==> config.mk <==
export PLATFORM = sky130hd
export DESIGN_NAME = reset_strap
export DESIGN_NICKNAME = d
export VERILOG_FILES = /design/src/pkg/strap_pkg.sv /design/src/design/sync2.sv /design/src/design/reset_strap.sv
export SDC_FILE = /design/constraint.sdc
export NUM_CORES = 1
export LEC_CHECK = 0
export BUFFER_PORTS_ARGS = -buffer_cell sky130_fd_sc_hd__buf_2
export CORE_UTILIZATION = 46
export DETAILED_ROUTE_END_ITERATION = 12
export GPL_TIMING_DRIVEN = 0
export HOLD_SLACK_MARGIN = 0.1
export PLACE_DENSITY_LB_ADDON = 0.05
export SLEW_MARGIN = 20
export SYNTH_ARGS = -nofsm -noshare
export SYNTH_HDL_FRONTEND = slang
export SYNTH_SLANG_ARGS = --single-unit
==> constraint.sdc <==
create_clock -name pclk -period 2.1 [get_ports pclk]
set_clock_uncertainty 0.2 [all_clocks]
set_input_delay 0.42 -clock pclk [delete_from_list [all_inputs] [get_ports pclk]]
set_output_delay 0.42 -clock pclk [all_outputs]
set_load 0.02 [all_outputs]
==> src/pkg/strap_pkg.sv <==
// Constants shared by the board reset combiner and mode strap driver
// Operation
// Any of three reset requests pulls pin low
// Buffer reset pin into board reset output
// Debug test-logic reset never reaches reset combiner
// Drive seven straps only while reset low
// Switch ON gives 0, OFF gives 1
// Boot vector strap defaults to 0
// Chip mode strap defaults to 1 (expanded)
// Oscillator type strap defaults to 1
// Port width strap defaults to 1 (16-bit)
// Auto acknowledge strap defaults to 1
// Trace location strap defaults to 1 (secondary)
// Trace enable strap defaults to 1 (present)
// Probe reset buffered by default, optionally direct
// Hold active trace event line high when enabled
// Primary trace location needs 16-bit memories disabled
// Release straps once reset seen deasserted
package strap_pkg;

  // ----------------------------------------------------------------
  // Register map
  // ----------------------------------------------------------------
  localparam logic [7:0] CTRL_OFFS = 8'h00;
  localparam logic [7:0] STRAP_OFFS = 8'h04;
  localparam logic [7:0] STATUS_OFFS = 8'h08;

  // ----------------------------------------------------------------
  // Control fields
  // ----------------------------------------------------------------
  localparam int CTRL_SRC_REG_BIT = 0;
  localparam int CTRL_DIRECT_BIT = 1;
  localparam logic [1:0] CTRL_RESET = 2'h0;

  // ----------------------------------------------------------------
  // Strap field positions and defaults
  // ----------------------------------------------------------------
  localparam int NUM_STRAPS = 7;
  localparam int BOOT_VECTOR_BIT = 0;
  localparam int CHIP_MODE_BIT = 1;
  localparam int OSC_TYPE_BIT = 2;
  localparam int PORT_WIDTH_BIT = 3;
  localparam int AUTO_ACK_BIT = 4;
  localparam int TRACE_LOC_BIT = 5;
  localparam int TRACE_EN_BIT = 6;
  localparam logic [6:0] STRAP_DEFAULT = 7'h7E;

  // ----------------------------------------------------------------
  // Status fields
  // ----------------------------------------------------------------
  localparam int STAT_PIN_BIT = 0;
  localparam int STAT_REQ_LSB = 1;
  localparam int STAT_DRIVING_BIT = 4;
  localparam int STAT_CONFLICT_BIT = 5;
  localparam int STAT_DIRECT_BIT = 6;
  localparam int STAT_EFF_LSB = 8;
  localparam int STAT_PIN_LSB = 16;

endpackage : strap_pkg

==> src/design/sync2.sv <==
// Two-flop synchroniser for a group of asynchronous levels
`timescale 1ns/1ns
`default_nettype none
module sync2 #(
  parameter int W = 1,
  parameter logic [W-1:0] INIT = '0
) (
  // Clock and reset
  input wire logic clk,
  input wire logic rst_n,
  // Data
  input wire logic [W-1:0] d,
  output logic [W-1:0] q
);

  logic [W-1:0] meta_q;

  // The first stage feeds only the second stage
  always_ff @(posedge clk or negedge rst_n) begin
    if (!rst_n) begin
      meta_q <= INIT;
      q <= INIT;
    end else begin
      meta_q <= d;
      q <= meta_q;
    end
  end

endmodule : sync2
`default_nettype wire

==> src/design/reset_strap.sv <==
// Board reset combiner, reset buffer and reset-time mode strap driver
//
// The APB slave port and the register addresses are this design's own decisions.
`timescale 1ns/1ns
`default_nettype none
module reset_strap
  import strap_pkg::*;
(
  // APB slave
  input wire logic pclk,
  input wire logic presetn,
  input wire logic psel,
  input wire logic penable,
  input wire logic pwrite,
  input wire logic [7:0] paddr,
  input wire logic [31:0] pwdata,
  output logic [31:0] prdata,
  output logic pready,
  output logic pslverr,
  // External reset requests, active low
  input wire logic probe_reset_n,
  input wire logic connector_reset_n,
  input wire logic undervoltage_reset_n,
  // Debug test-logic reset, passed to the processor only
  input wire logic probe_trst_n,
  output logic mcu_trst_n,
  // Processor bidirectional reset pin, open drain
  input wire logic mcu_reset_i,
  output logic mcu_reset_o,
  output logic mcu_reset_oe,
  // Buffered board reset and probe view of reset
  output logic board_reset_n,
  output logic probe_reset_sense_n,
  // Strap switch bank, high while a switch is ON
  input wire logic [NUM_STRAPS-1:0] strap_switch_bank,
  // Processor strap pins
  input wire logic [NUM_STRAPS-1:0] strap_i,
  output logic [NUM_STRAPS-1:0] strap_o,
  output logic [NUM_STRAPS-1:0] strap_oe,
  // Trace event-in hold, primary and secondary location
  output logic trace_event_in_n_pri_hold,
  output logic trace_event_in_n_sec_hold
);

  // ----------------------------------------------------------------
  // Input synchronisers
  // ----------------------------------------------------------------
  localparam int SW = 4 + 1 + 2 * NUM_STRAPS;
  localparam logic [SW-1:0] SYNC_INIT = {{(2 * NUM_STRAPS){1'b0}}, 5'h1F};

  logic [SW-1:0] sync_d;
  logic [SW-1:0] sync_q;
  logic probe_s;
  logic connector_s;
  logic uv_s;
  logic pin_s;
  logic trst_s;
  logic [NUM_STRAPS-1:0] switch_s;
  logic [NUM_STRAPS-1:0] strap_pin_s;

  assign sync_d = {strap_i, strap_switch_bank, probe_trst_n, mcu_reset_i,
                   undervoltage_reset_n, connector_reset_n, probe_reset_n};

  sync2 #(
    .W(SW),
    .INIT(SYNC_INIT)
  ) u_sync (
    .clk(pclk),
    .rst_n(presetn),
    .d(sync_d),
    .q(sync_q)
  );

  assign probe_s = sync_q[0];
  assign connector_s = sync_q[1];
  assign uv_s = sync_q[2];
  assign pin_s = sync_q[3];
  assign trst_s = sync_q[4];
  assign switch_s = sync_q[5 +: NUM_STRAPS];
  assign strap_pin_s = sync_q[5 + NUM_STRAPS +: NUM_STRAPS];

  // ----------------------------------------------------------------
  // Registers
  // ----------------------------------------------------------------
  logic [1:0] ctrl_q;
  logic [NUM_STRAPS-1:0] strap_reg_q;
  logic pready_q;
  logic pslverr_q;
  logic [31:0] prdata_q;

  // ----------------------------------------------------------------
  // Reset combining
  // ----------------------------------------------------------------
  logic [2:0] req;
  logic any_req;
  logic direct;
  logic drive_q;
  logic zero_q;
  logic board_q;
  logic sense_q;
  logic trst_q;

  // Each request alone is enough; none masks another
  assign req = {~uv_s, ~connector_s, ~probe_s};
  assign any_req = |req;
  assign direct = ctrl_q[CTRL_DIRECT_BIT];

  always_ff @(posedge pclk or negedge presetn) begin
    if (!presetn) begin
      drive_q <= 1'b0;
      zero_q <= 1'b0;
      board_q <= 1'b0;
      sense_q <= 1'b0;
      trst_q <= 1'b0;
    end else begin
      drive_q <= any_req;
      zero_q <= 1'b0;
      board_q <= pin_s;
      // Buffering hides the pin from the probe; direct wiring shows it
      sense_q <= direct ? pin_s : probe_s;
      // Test-logic reset goes to the processor alone, not the combiner
      trst_q <= trst_s;
    end
  end

  assign mcu_reset_o = zero_q;
  assign mcu_reset_oe = drive_q;
  assign board_reset_n = board_q;
  assign probe_reset_sense_n = sense_q;
  assign mcu_trst_n = trst_q;

  // ----------------------------------------------------------------
  // Strap drivers
  // ----------------------------------------------------------------
  logic [NUM_STRAPS-1:0] switch_val;
  logic [NUM_STRAPS-1:0] eff_val;
  logic [NUM_STRAPS-1:0] strap_o_q;
  logic [NUM_STRAPS-1:0] strap_oe_q;
  logic [NUM_STRAPS-1:0] latched_q;
  logic pri_hold_q;
  logic sec_hold_q;
  logic conflict;

  // A switch that is ON reads as logic 0
  assign switch_val = ~switch_s;
  // Register source starts from the documented defaults
  assign eff_val = ctrl_q[CTRL_SRC_REG_BIT] ? strap_reg_q : switch_val;

  // Primary location narrows the bus to 8 bits, so 16-bit memories misbehave
  assign conflict = latched_q[TRACE_EN_BIT] & ~latched_q[TRACE_LOC_BIT]
                  & latched_q[PORT_WIDTH_BIT];

  always_ff @(posedge pclk or negedge presetn) begin
    if (!presetn) begin
      strap_o_q <= STRAP_DEFAULT;
      strap_oe_q <= '0;
      latched_q <= STRAP_DEFAULT;
    end else begin
      strap_o_q <= eff_val;
      strap_oe_q <= {NUM_STRAPS{~pin_s}};
      if (!pin_s) begin
        latched_q <= eff_val;
      end
    end
  end

  // Hold event-in high on the active location only, avoiding contention elsewhere
  always_ff @(posedge pclk or negedge presetn) begin
    if (!presetn) begin
      pri_hold_q <= 1'b0;
      sec_hold_q <= 1'b0;
    end else begin
      pri_hold_q <= latched_q[TRACE_EN_BIT] & ~latched_q[TRACE_LOC_BIT];
      sec_hold_q <= latched_q[TRACE_EN_BIT] & latched_q[TRACE_LOC_BIT];
    end
  end

  assign strap_o = strap_o_q;
  assign strap_oe = strap_oe_q;
  assign trace_event_in_n_pri_hold = pri_hold_q;
  assign trace_event_in_n_sec_hold = sec_hold_q;

  // ----------------------------------------------------------------
  // APB slave
  // ----------------------------------------------------------------
  logic access;
  logic sel_ctrl;
  logic sel_strap;
  logic sel_status;
  logic mapped;
  logic wr_ctrl;
  logic wr_strap;
  logic [31:0] status_word;
  logic [31:0] rd_mux;

  // One wait state: pready rises on the second access cycle
  assign access = psel & penable & ~pready_q;
  assign sel_ctrl = paddr == CTRL_OFFS;
  assign sel_strap = paddr == STRAP_OFFS;
  assign sel_status = paddr == STATUS_OFFS;
  assign mapped = sel_ctrl | sel_strap | sel_status;
  assign wr_ctrl = access & pwrite & sel_ctrl;
  assign wr_strap = access & pwrite & sel_strap;

  assign status_word = {9'h000, strap_pin_s, 1'b0, latched_q, 1'b0, direct, conflict,
                        strap_oe_q[0], req, pin_s};
  assign rd_mux = sel_ctrl ? {30'h00000000, ctrl_q} :
                  sel_strap ? {25'h0000000, strap_reg_q} :
                  sel_status ? status_word : 32'h00000000;

  // Bits above each field are dropped on write
  always_ff @(posedge pclk or negedge presetn) begin
    if (!presetn) begin
      ctrl_q <= CTRL_RESET;
      strap_reg_q <= STRAP_DEFAULT;
    end else begin
      if (wr_ctrl) begin
        ctrl_q <= pwdata[1:0];
      end
      if (wr_strap) begin
        strap_reg_q <= pwdata[NUM_STRAPS-1:0];
      end
    end
  end

  always_ff @(posedge pclk or negedge presetn) begin
    if (!presetn) begin
      pready_q <= 1'b0;
      pslverr_q <= 1'b0;
      prdata_q <= 32'h00000000;
    end else begin
      pready_q <= access;
      pslverr_q <= access & ~mapped;
      prdata_q <= (access & ~pwrite) ? rd_mux : 32'h00000000;
    end
  end

  assign pready = pready_q;
  assign pslverr = pslverr_q;
  assign prdata = prdata_q;

  // ----------------------------------------------------------------
  // Assertions
  // ----------------------------------------------------------------
  combine_drive_a: assert property (
    @(posedge pclk) disable iff (!presetn)
    any_req |=> mcu_reset_oe && !mcu_reset_o)
    else $error("reset request did not pull the pin low");

  combine_release_a: assert property (
    @(posedge pclk) disable iff (!presetn)
    !any_req |=> !mcu_reset_oe)
    else $error("pin driven with no reset request");

  board_buffer_a: assert property (
    @(posedge pclk) disable iff (!presetn)
    $fell(pin_s) |=> !board_reset_n)
    else $error("board reset does not follow the reset pin");

  board_release_a: assert property (
    @(posedge pclk) disable iff (!presetn)
    $rose(pin_s) |=> board_reset_n)
    else $error("board reset not released with the reset pin");

  trst_isolated_a: assert property (
    @(posedge pclk) disable iff (!presetn)
    (!trst_s && !any_req) |=> !mcu_reset_oe && !mcu_trst_n)
    else $error("test-logic reset leaked into the reset combiner");

  strap_drive_a: assert property (
    @(posedge pclk) disable iff (!presetn)
    !pin_s |=> (strap_oe == {NUM_STRAPS{1'b1}}) && (strap_o == $past(eff_val)))
    else $error("straps not driven while reset is low");

  strap_release_a: assert property (
    @(posedge pclk) disable iff (!presetn)
    pin_s[*2] |=> strap_oe == '0)
    else $error("straps still driven after reset release");

  switch_polarity_a: assert property (
    @(posedge pclk) disable iff (!presetn)
    (!ctrl_q[CTRL_SRC_REG_BIT] && $stable(switch_s)) |=> strap_o_q == ~$past(switch_s))
    else $error("switch ON did not give logic 0");

  event_hold_a: assert property (
    @(posedge pclk) disable iff (!presetn)
    latched_q[TRACE_EN_BIT] |=>
      (trace_event_in_n_sec_hold == $past(latched_q[TRACE_LOC_BIT])) &&
      (trace_event_in_n_pri_hold != trace_event_in_n_sec_hold))
    else $error("trace event-in not held on the active location");

  apb_ready_a: assert property (
    @(posedge pclk) disable iff (!presetn)
    (psel && penable && !pready) |=> pready ##1 !pready)
    else $error("APB answer not one cycle after access start");

  strap_latch_a: assert property (
    @(posedge pclk) disable iff (!presetn)
    !pin_s |=> latched_q == $past(eff_val))
    else $error("strap values not captured while reset is low");

  latch_hold_a: assert property (
    @(posedge pclk) disable iff (!presetn)
    pin_s |=> $stable(latched_q))
    else $error("captured straps changed outside reset");

  trst_follow_a: assert property (
    @(posedge pclk) disable iff (!presetn)
    trst_s |=> mcu_trst_n)
    else $error("test-logic reset held without a request");

  probe_sense_a: assert property (
    @(posedge pclk) disable iff (!presetn)
    !direct |=> probe_reset_sense_n == $past(probe_s))
    else $error("buffered probe view does not show its own request");

  direct_sense_a: assert property (
    @(posedge pclk) disable iff (!presetn)
    direct |=> probe_reset_sense_n == $past(pin_s))
    else $error("direct probe view does not show the reset pin");

  event_idle_a: assert property (
    @(posedge pclk) disable iff (!presetn)
    !latched_q[TRACE_EN_BIT] |=> !trace_event_in_n_pri_hold && !trace_event_in_n_sec_hold)
    else $error("trace event-in held while trace is absent");

  apb_error_a: assert property (
    @(posedge pclk) disable iff (!presetn)
    (psel && penable && !pready && !mapped) |=> pslverr && pready)
    else $error("unmapped access not flagged");

  ctrl_write_a: assert property (
    @(posedge pclk) disable iff (!presetn)
    wr_ctrl |=> ctrl_q == $past(pwdata[1:0]))
    else $error("control write did not land");

  strap_write_a: assert property (
    @(posedge pclk) disable iff (!presetn)
    wr_strap |=> strap_reg_q == $past(pwdata[NUM_STRAPS-1:0]))
    else $error("strap write did not land");

  read_idle_a: assert property (
    @(posedge pclk) disable iff (!presetn)
    !pready |-> prdata == 32'h00000000)
    else $error("read data shown outside the answer cycle");

endmodule : reset_strap
`default_nettype wire

# After elaboration in Yosys (flattened, before gate mapping)
# Cells that the tools add are included.
[word_totals]
regBits = 102
latch_bits = 0
ram_bits = 0
mem_bits_ro = 0
inputBits = 64
output_inout_bits = 55
wordCells = 47
memories = 0
[classes]
addsub = 0
n_mul = 0
div = 0
order_cmp = 0
eq_ne = 2
shift = 0
muxes = 6
n_bitwise = 21
reduce_logical = 2
[ops]
columns = ["operator", "count"]
rows = [
  ["23-bit two-way mux", 4],
  ["1-bit bitwise AND", 10],
  ["8-bit by 3-bit equality test with 1-bit output (second input constant)", 1],
  ["8-bit by 4-bit equality test with 1-bit output (second input constant)", 1],
  ["8-bit zero test", 1],
  ["1-bit inverter", 8],
  ["7-bit two-way mux", 1],
  ["7-bit inverter", 1],
  ["3-bit OR reduction", 1],
  ["1-bit bitwise OR", 2],
  ["1-bit two-way mux", 1],
]

# Logic depth before layout (Yosys ltp)
# Gate-level depths: netlist of run 1.
[logic_depth]
ltp_word = 7
depth_mapped = 5
mapped_depth_nobuf = 3

# Modules after synthesis
# From an unflattened synthesis of run 1, not the netlist that was laid out.
[hier_totals]
cells_unflattened = 197
hier_area_um2 = 3130.5
[modules_own_cells]
columns = ["module", "n_inst", "cells_per_inst", "area_each_um2", "seq_area_each_um2"]
rows = [
  ["reset_strap", 1, 159, 2167.1, 1348.8],
  ["sync2", 1, 38, 963.4, 963.4],
]

# Worst setup path before layout of run 1
# Ideal clock, no wire load.
[synth_timing]
kind = "in2reg"
from = "input paddr[7]"
to = "register strap_reg_q[0]"
setup_time_ns = 0.125
arrival_ns = 1.295
t_required_ns = 1.775
setup_slack_ns = 0.481
path_stages = 3
path_buffers = 0
cell_sequence = "nor4_4 > nand4_4 > mux2_2"
[synth_via]
elab_chain_cells = 2
[synth_rtl]
columns = ["element", "line_no", "text"]
rows = [
  ["from (decl)", "reset_strap.sv:15", "input wire logic [7:0] paddr,"],
  ["8-bit by 3-bit equality test with 1-bit output", "reset_strap.sv:199", "assign sel_strap = paddr == STRAP_OFFS;"],
  ["1-bit bitwise AND", "reset_strap.sv:203", "assign wr_strap = access & pwrite & sel_strap;"],
  ["to (signal assigned)", "reset_strap.sv:221", "strap_reg_q <= pwdata[NUM_STRAPS-1:0];"],
  ["to (decl)", "reset_strap.sv:86", "logic [NUM_STRAPS-1:0] strap_reg_q;"],
]
# No other way between the ends.
# A chain may end at the register's enable or synchronous reset.

# Worst setup path in the final report of run 1
[layout_timing]
from = "register strap_oe[0] (netlist name)"
to = "output strap_oe[2]"
[layout_rtl]
columns = ["element", "line_no", "text"]
rows = [
  ["to (decl)", "reset_strap.sv:39", "output logic [NUM_STRAPS-1:0] strap_oe,"],
]
# No word-level cell between the ends.

==> metrics.md, run 1 <==
| Metric | Value |
|---|---|
| Status | `complete, but fails checks` |
| Failing checks | `design-rule violations` |
| Vias | `1842` |
| Core area | `approximately 6500 sq um` |
| Reg2Reg Depth | `4` |
| Most frequent cells in the layout | `buf_2, dfrtp_1, dfstp_2, dlygate4sd3_1, buf_4` |
| Final WS setup | `~0.36 ns` |
| Clk network pwr share | `0.339` |
| Origin of the critical flop-to-flop path | `pready$_DFF_PN0_` |
| Min Tclk post-route | `1.739 ns` |
| Clock root buffer | `clkbuf_8` |
| Layout cell share with drive strength beyond 1 | `0.5213` |
| Setup TNS | `0 ns` |
| Max Fclk | `575.2 MHz` |
| Worst skew pair latency | `0.35 ns` |
| Layout area overhead | `31.65%` |
| Post-synthesis cell type count | `34` |
| Psw | `between 700 and 800 uW` |
| Reg2reg setup slack | `about 0.46 ns` |
| Number of buffers created by CTS | `9` |
| Hold_ws | `0.1192 ns` |
| Most common cell after layout, fill and taps aside | `buf_2` |
| Inst Count DP | `approximately 370` |
| Sequential share of power | `0.575` |
| Nets | `roughly 390` |
| Post-synth EDFFs | `0` |
| Avg Cell Area, Syn | `between 15 and 20 sq um` |
| Arr. time, crit path | `1.12 ns` |
| Routing usage on met2 | `0.2897` |
| Post-Layout Cell Count | `405` |
| Type of origin of the critical path | `register` |
| WP depth | `2` |
| Setup Crit Path Kind | `register to output port` |
| Slew HR | `0.5617` |
| Post-Syn Area | `3131 sq um` |
| Crit path from | `strap_oe[0]$_DFF_PN0_` |
| Number of antenna violations at the first check in global routing | `0` |
| Pwr Density | `789.2 nW/um^2` |
| Slowest-stage cell, CP | `dfrtp_1` |
| Fin crit share | `0.8279` |
| CTS sink count | `91` |
| Comb power frac | `0.085` |
| Post-DRT Antenna Nets | `0` |
| Global-route met3 utilization | `0.05015` |
| Crit end category | `output port` |
| Worst Setup EP | `strap_oe[2]` |
| Sw Ratio | `0.2347` |
| Pre-CTS setup slack | `0.09036 ns` |
| VDD IR max | `around 550 uV` |
| N_diodes | `0` |
| Top FF cell, synth | `dfrtp_1` |
| Worst Tran Pin Value | `around 0.66 ns` |
| FP Rows | `29` |
| Routed Wire Length | `5442 um` |
| Die Width | `84.50 um` |
| Crit-path cells | `buf_4 > buf_2` |
| I/O Buffers | `79` |
| Final Setup Violations | `0` |
| Largest buffer count on any clock path | `2` |
| DP Area | `3686 sq um` |
| R2R Path End | `prdata[6]$_DFF_PN0_` |
| Sequential share of the synthesized area | `0.7386` |
| First-pass GRT wire length | `8866 um` |
| Final Power | `3.253 mW` |
| Gp weighted congestion | `0.7122` |
| Leak Pwr | `2.063 nW` |
| Drt first pass iters | `8` |
| Largest net degree at the start of global routing | `56` |
| H-tree Lvls | `3` |
| Post-DP HPWL | `3657 um` |
| Final core occ | `0.6381` |
| Residual DRC | `8` |
| Post-CTS sizing | `0` |
| Top delay family on crit path | `flip-flops` |
| DRT iter0 DRCs | `113` |
| Slowest stage delay, CP | `between 0.4 and 0.5 ns` |
| Crit-path max FO | `8` |
| P_int | `2.489 mW` |
| Max Cap Viol | `0` |
| Die Area | `between 7000 and 8000 sq um` |
| TritonCTS clock tree | `built` |
| Min-delay worst type | `primary input to register` |
| Starting Density | `0.4847` |
| Yosys reg bits | `91` |
| RSZ-0062 raised after global routing | `false` |
| Async set or reset register ratio after synthesis | `1.000` |
| # IOs | `119` |
| YS warnings | `0` |
| Buffers & Inverters on Critical Path | `2` |
| Vias in the first global route | `1838` |
| Req. time, crit path | `around 1.5 ns` |
| Design area | `4121 sq um` |
| Final Max Slew Viols | `0` |
| Clock transition at path regs | `~0.080 ns` |
| Global route hottest layer | `met2` |
| Vias/cell | `approximately 4.5` |
| Hold Fails Final Rpt | `0` |
| Met1 usage in global routing | `0.1996` |
| Synth Instances | `197` |
| Mean routed wirelength per cell | `roughly 13 um` |
| Grt ovf | `0` |
| Die Y | `84.50 um` |
| Total GRT Usage | `0.1704` |
cells in the mapped netlist, drive strengths merged, types with 3 or more instances:
cell type,number,area [sq um]
dfstp,28,735.7
buf,21,156.4
mux2i,9,90.09
inv,9,33.78
nor2,7,26.28
a2bb2oi,3,26.28
and3,14,92.59
mux2,17,191.4
dfrtp,63,1577
nor2b,3,18.77
clkbuf,3,13.76
power groups by stage:
stage | Clock (mW) | Combinational (mW) | Sequential, mW
floorplan | 0 | 0.110 | 1.92
finish | 1.10 | 0.278 | 1.87
global placement | 0 | 0.237 | 1.90
detailed placement | 0 | 0.246 | 1.90
CTS | 1.14 | 0.281 | 1.87
global route | 1.22 | 0.303 | 1.88
sequential cells by signal (all words and copies together), names as in the netlist, 2 cells and up:
name and flops:
strap_reg_q 7, prdata 21, ctrl_q 2, strap_o 7
u_sync.q 19, u_sync.meta_q 19, latched_q 7
area by class of cell:
class                           count  area (sq um)
Buffer                             24         170.2
Clock buffer                       11         152.6
Clock inverter                      5         42.54
Fill cell                         520          2337
Inverter                            9         33.78
Multi-Input combinational cell     84         655.6
Sequential cell                    91          2312
Tap cell                           77         96.34
Timing Repair Buffer              104         658.1
how the worst min path moves through the flow:
stage,startpoint,end,cells after the start
floorplan,presetn,board_reset_n$_DFF_PN0_,0
global placement,u_sync.meta_q[14]$_DFF_PN0_,u_sync.q[14]$_DFF_PN0_,0
detailed placement,u_sync.meta_q[12]$_DFF_PN0_,u_sync.q[12]$_DFF_PN0_,0
CTS,pwdata[4],strap_reg_q[4]$_DFFE_PN1P_,2
global route,pwdata[4],strap_reg_q[4]$_DFFE_PN1P_,2
finish,pwdata[4],strap_reg_q[4]$_DFFE_PN1P_,2
metal layers:
metal	vias to the layer above	part of all wire
met5	-	0
met4	0	0.018
met3	7	0.059
met2	63	0.52
met1	893	0.40
li1	879	-
cell families (layout without fill, tap and decap cells):
group	Yosys count	in the layout	synth area share
other	1	12	0.001198
multiplexers	26	26	0.08993
flip-flops	91	91	0.7386
buffers and inverters	33	153	0.06515
AND/OR/NAND/NOR	38	38	0.08514
AO/OA/AOI/OAI	8	8	0.01999
timing repair:
| item | CTS | global route |
|---|---|---|
| endpoints found under the hold margin | 68 | 0 |
| setup buffers | 0 | 0 |
| hold buffers | 24 | 0 |
Note: power is estimated with default switching activity, not from simulation.
==> run 2, diff against run 1 <==
- CORE_UTILIZATION: 46 -> 43
- clock period: 2.1 -> 1.4 ns (I/O delays scaled with it)
==> run 2 against run 1 <==
  * Largest power group unchanged
  * Core utilization increased by 1.2 points
  * The run ends with negative setup slack left
  * Critical path type unchanged
  * Highest routed layer unchanged
  * Critical path depth is the same
  * Critical endpoint is now strap_oe[3]
  * Combinational power is 76% higher
  * Clock-buffer cell count shrank 2
  * Die area up 6.8%
  * Sequential share of layout area decreased by 4.6 points
==> metrics.md, run 2 (same netlist as run 1, synthesis figures left out) <==
| Metric | Value |
|---|---|
| Status | `complete, but fails checks` |
| Failing checks | `negative setup slack` |
| DRT iter0 DRCs | `56` |
| Leak Pwr | `2.179 nW` |
| Die Width | `87.33 um` |
| Die Area | `7626 sq um` |
| CTS sink count | `91` |
| Post-DRT Antenna Nets | `0` |
| Drt first pass iters | `4` |
| Pwr Density | `around 1100 nW/um^2` |
| VDD IR max | `707.5 uV` |
| Mean routed wirelength per cell | `roughly 14 um` |
| Routed Wire Length | `5910 um` |
| Most frequent cells in the layout | `dfrtp_1, buf_2, buf_6, dlygate4sd3_1, dfstp_2` |
| WL met3 | `approximately 290 um` |
| Design area | `4492 sq um` |
| TritonCTS clock tree | `built` |
| Vias | `about 1.9k` |
| Grt ovf | `0` |
| Setup Crit Path Kind | `register to output port` |
| Post-DP HPWL | `3730 um` |
| Vias/cell | `4.422` |
| Crit end category | `output port` |
| Min Tclk post-route | `1.612 ns` |
| Number of antenna violations at the first check in global routing | `0` |
| DR WL met2 | `2989 um` |
| Fin crit share | `1.151` |
| RSZ-0062 raised after global routing | `true` |
| Layout cell share with drive strength beyond 1 | `0.5562` |
| Largest net degree at the start of global routing | `54` |
| Arr. time, crit path | `roughly 1.1 ns` |
| Clock root buffer | `clkbuf_8` |
| Uppermost routed layer | `met4` |
| Residual DRC | `0` |
| DP Area | `3726 sq um` |
| Die Y | `87.33 um` |
| N_diodes | `0` |
| Max Fclk | `620.3 MHz` |
| Clock transition at path regs | `0.09 ns` |
| Nets | `between 300 and 400` |
| DRT met1 WL | `about 2600 um` |
| H-tree Lvls | `3` |
| Final WS setup | `-0.2121 ns` |
| Layout area overhead | `43.49%` |
| FP Rows | `30` |
| Crit-path max FO | `8` |
| Core area | `roughly 6900 sq um` |
| Type of origin of the critical path | `register` |
| Total GRT Usage | `0.1671` |
| Gp weighted congestion | `0.6631` |
| Hold Fails Final Rpt | `0` |
| I/O Buffers | `79` |
| Req. time, crit path | `0.92 ns` |
| Starting Density | `0.4533` |
| Final core occ | `0.6504` |
| Number of buffers created by CTS | `9` |
| Most common cell after layout, fill and taps aside | `dfrtp_1` |
| # IOs | `119` |
| Min-delay worst type | `primary input to register` |
| Largest register FFs | `21` |
| Fillers | `521` |
| Final Max Slew Viols | `0` |
| Max Cap Viol | `0` |
| Vias in the first global route | `roughly 1.9k` |
| Largest buffer count on any clock path | `2` |
| Worst skew pair latency | `approximately 0.35 ns` |
| First-pass GRT wire length | `9301 um` |
| Final Setup Violations | `44` |
run 2: cell types whose count changed in the layout (fill, tap and decap cells not counted), moves of 2 or more:
cell and change:
inv_8 +2, nor2_4 +3, buf_6 +31, nor2_1 -6
nor2_2 +3, dlygate4sd3_1 +5, buf_2 -27, clkbuf_1 -2
run 2: path summary, 6_finish.rpt:
path,slack (ns),cells after the start,endpoint,from
max,-0.21,2,strap_oe[3],strap_oe[0]$_DFF_PN0_
min,0.08,3,pslverr$_DFF_PN0_,paddr[0]
max reg2reg,-0.19,5,prdata[14]$_DFF_PN0_,pready$_DFF_PN0_
min reg2reg,0.15,0,u_sync.q[9]$_DFF_PN0_,u_sync.meta_q[9]$_DFF_PN0_
max in group asynchronous,0.18,3,latched_q[6]$_DFFE_PN1N_,presetn
min in group asynchronous,0.20,2,latched_q[0]$_DFFE_PN0N_,presetn
run 2: metrics by stage:
step                      TNS (ns)  hold WS [ns]  instances  power, mW  setup slack, ns
after global routing        -7.382        0.1130        434      5.377          -0.2538
after detailed placement    -10.97       0.08052        384      3.231          -0.5230
after global placement      -81.90        0.1314        383      3.214          -0.9210
after floorplan             -3.354       -0.2156        208      3.048          -0.1709
after CTS                   -5.449       0.06594        432      5.180          -0.2017
final                       -5.319       0.08180        434      5.152          -0.2121
run 2: per-layer routing:
metal  GRT usage  up-vias
met2      0.2713       72
li1            -      900
met5           0        -
met4     0.04471        0
met3     0.05972        6
met1      0.2133      941
run 2: worst max-delay path, cell delays in order (launching register included):
cell and delay, ns:
dfrtp_2 0.48, buf_4 0.16, buf_4 0.14
run 2: where the power goes:
| part | switching, mW | internal (mW) | leakage (nW) |
|---|---|---|---|
| combinational | 0.236 | 0.252 | 0.985 |
| sequential | 0.0464 | 2.77 | 1.09 |
| clock | 0.975 | 0.875 | 0.109 |
| total | 1.26 | 3.89 | 2.18 |
run 2: repair_timing:
item | in CTS | in global routing
endpoints found under the hold margin | 68 | 0
hold buffers | 29 | 0
setup endpoints to repair | 46 | 78
cloned | 0 | 1
resized for setup | 28 | 46
buffers inserted | 3 | 1
run 2: cell type report:
type / count / area [sq um] / share of cell area
Clock inverter: 7 / 87.58 / 0.01950
Sequential cell: 91 / 2313 / 0.5150
Buffer: 24 / 197.7 / 0.04401
Clock buffer: 9 / 123.9 / 0.02758
Inverter: 9 / 33.78 / 0.007521
Tap cell: 96 / 120.1 / 0.02674
Timing Repair Buffer: 114 / 919.6 / 0.2047
Multi-Input combinational cell: 84 / 695.7 / 0.1549
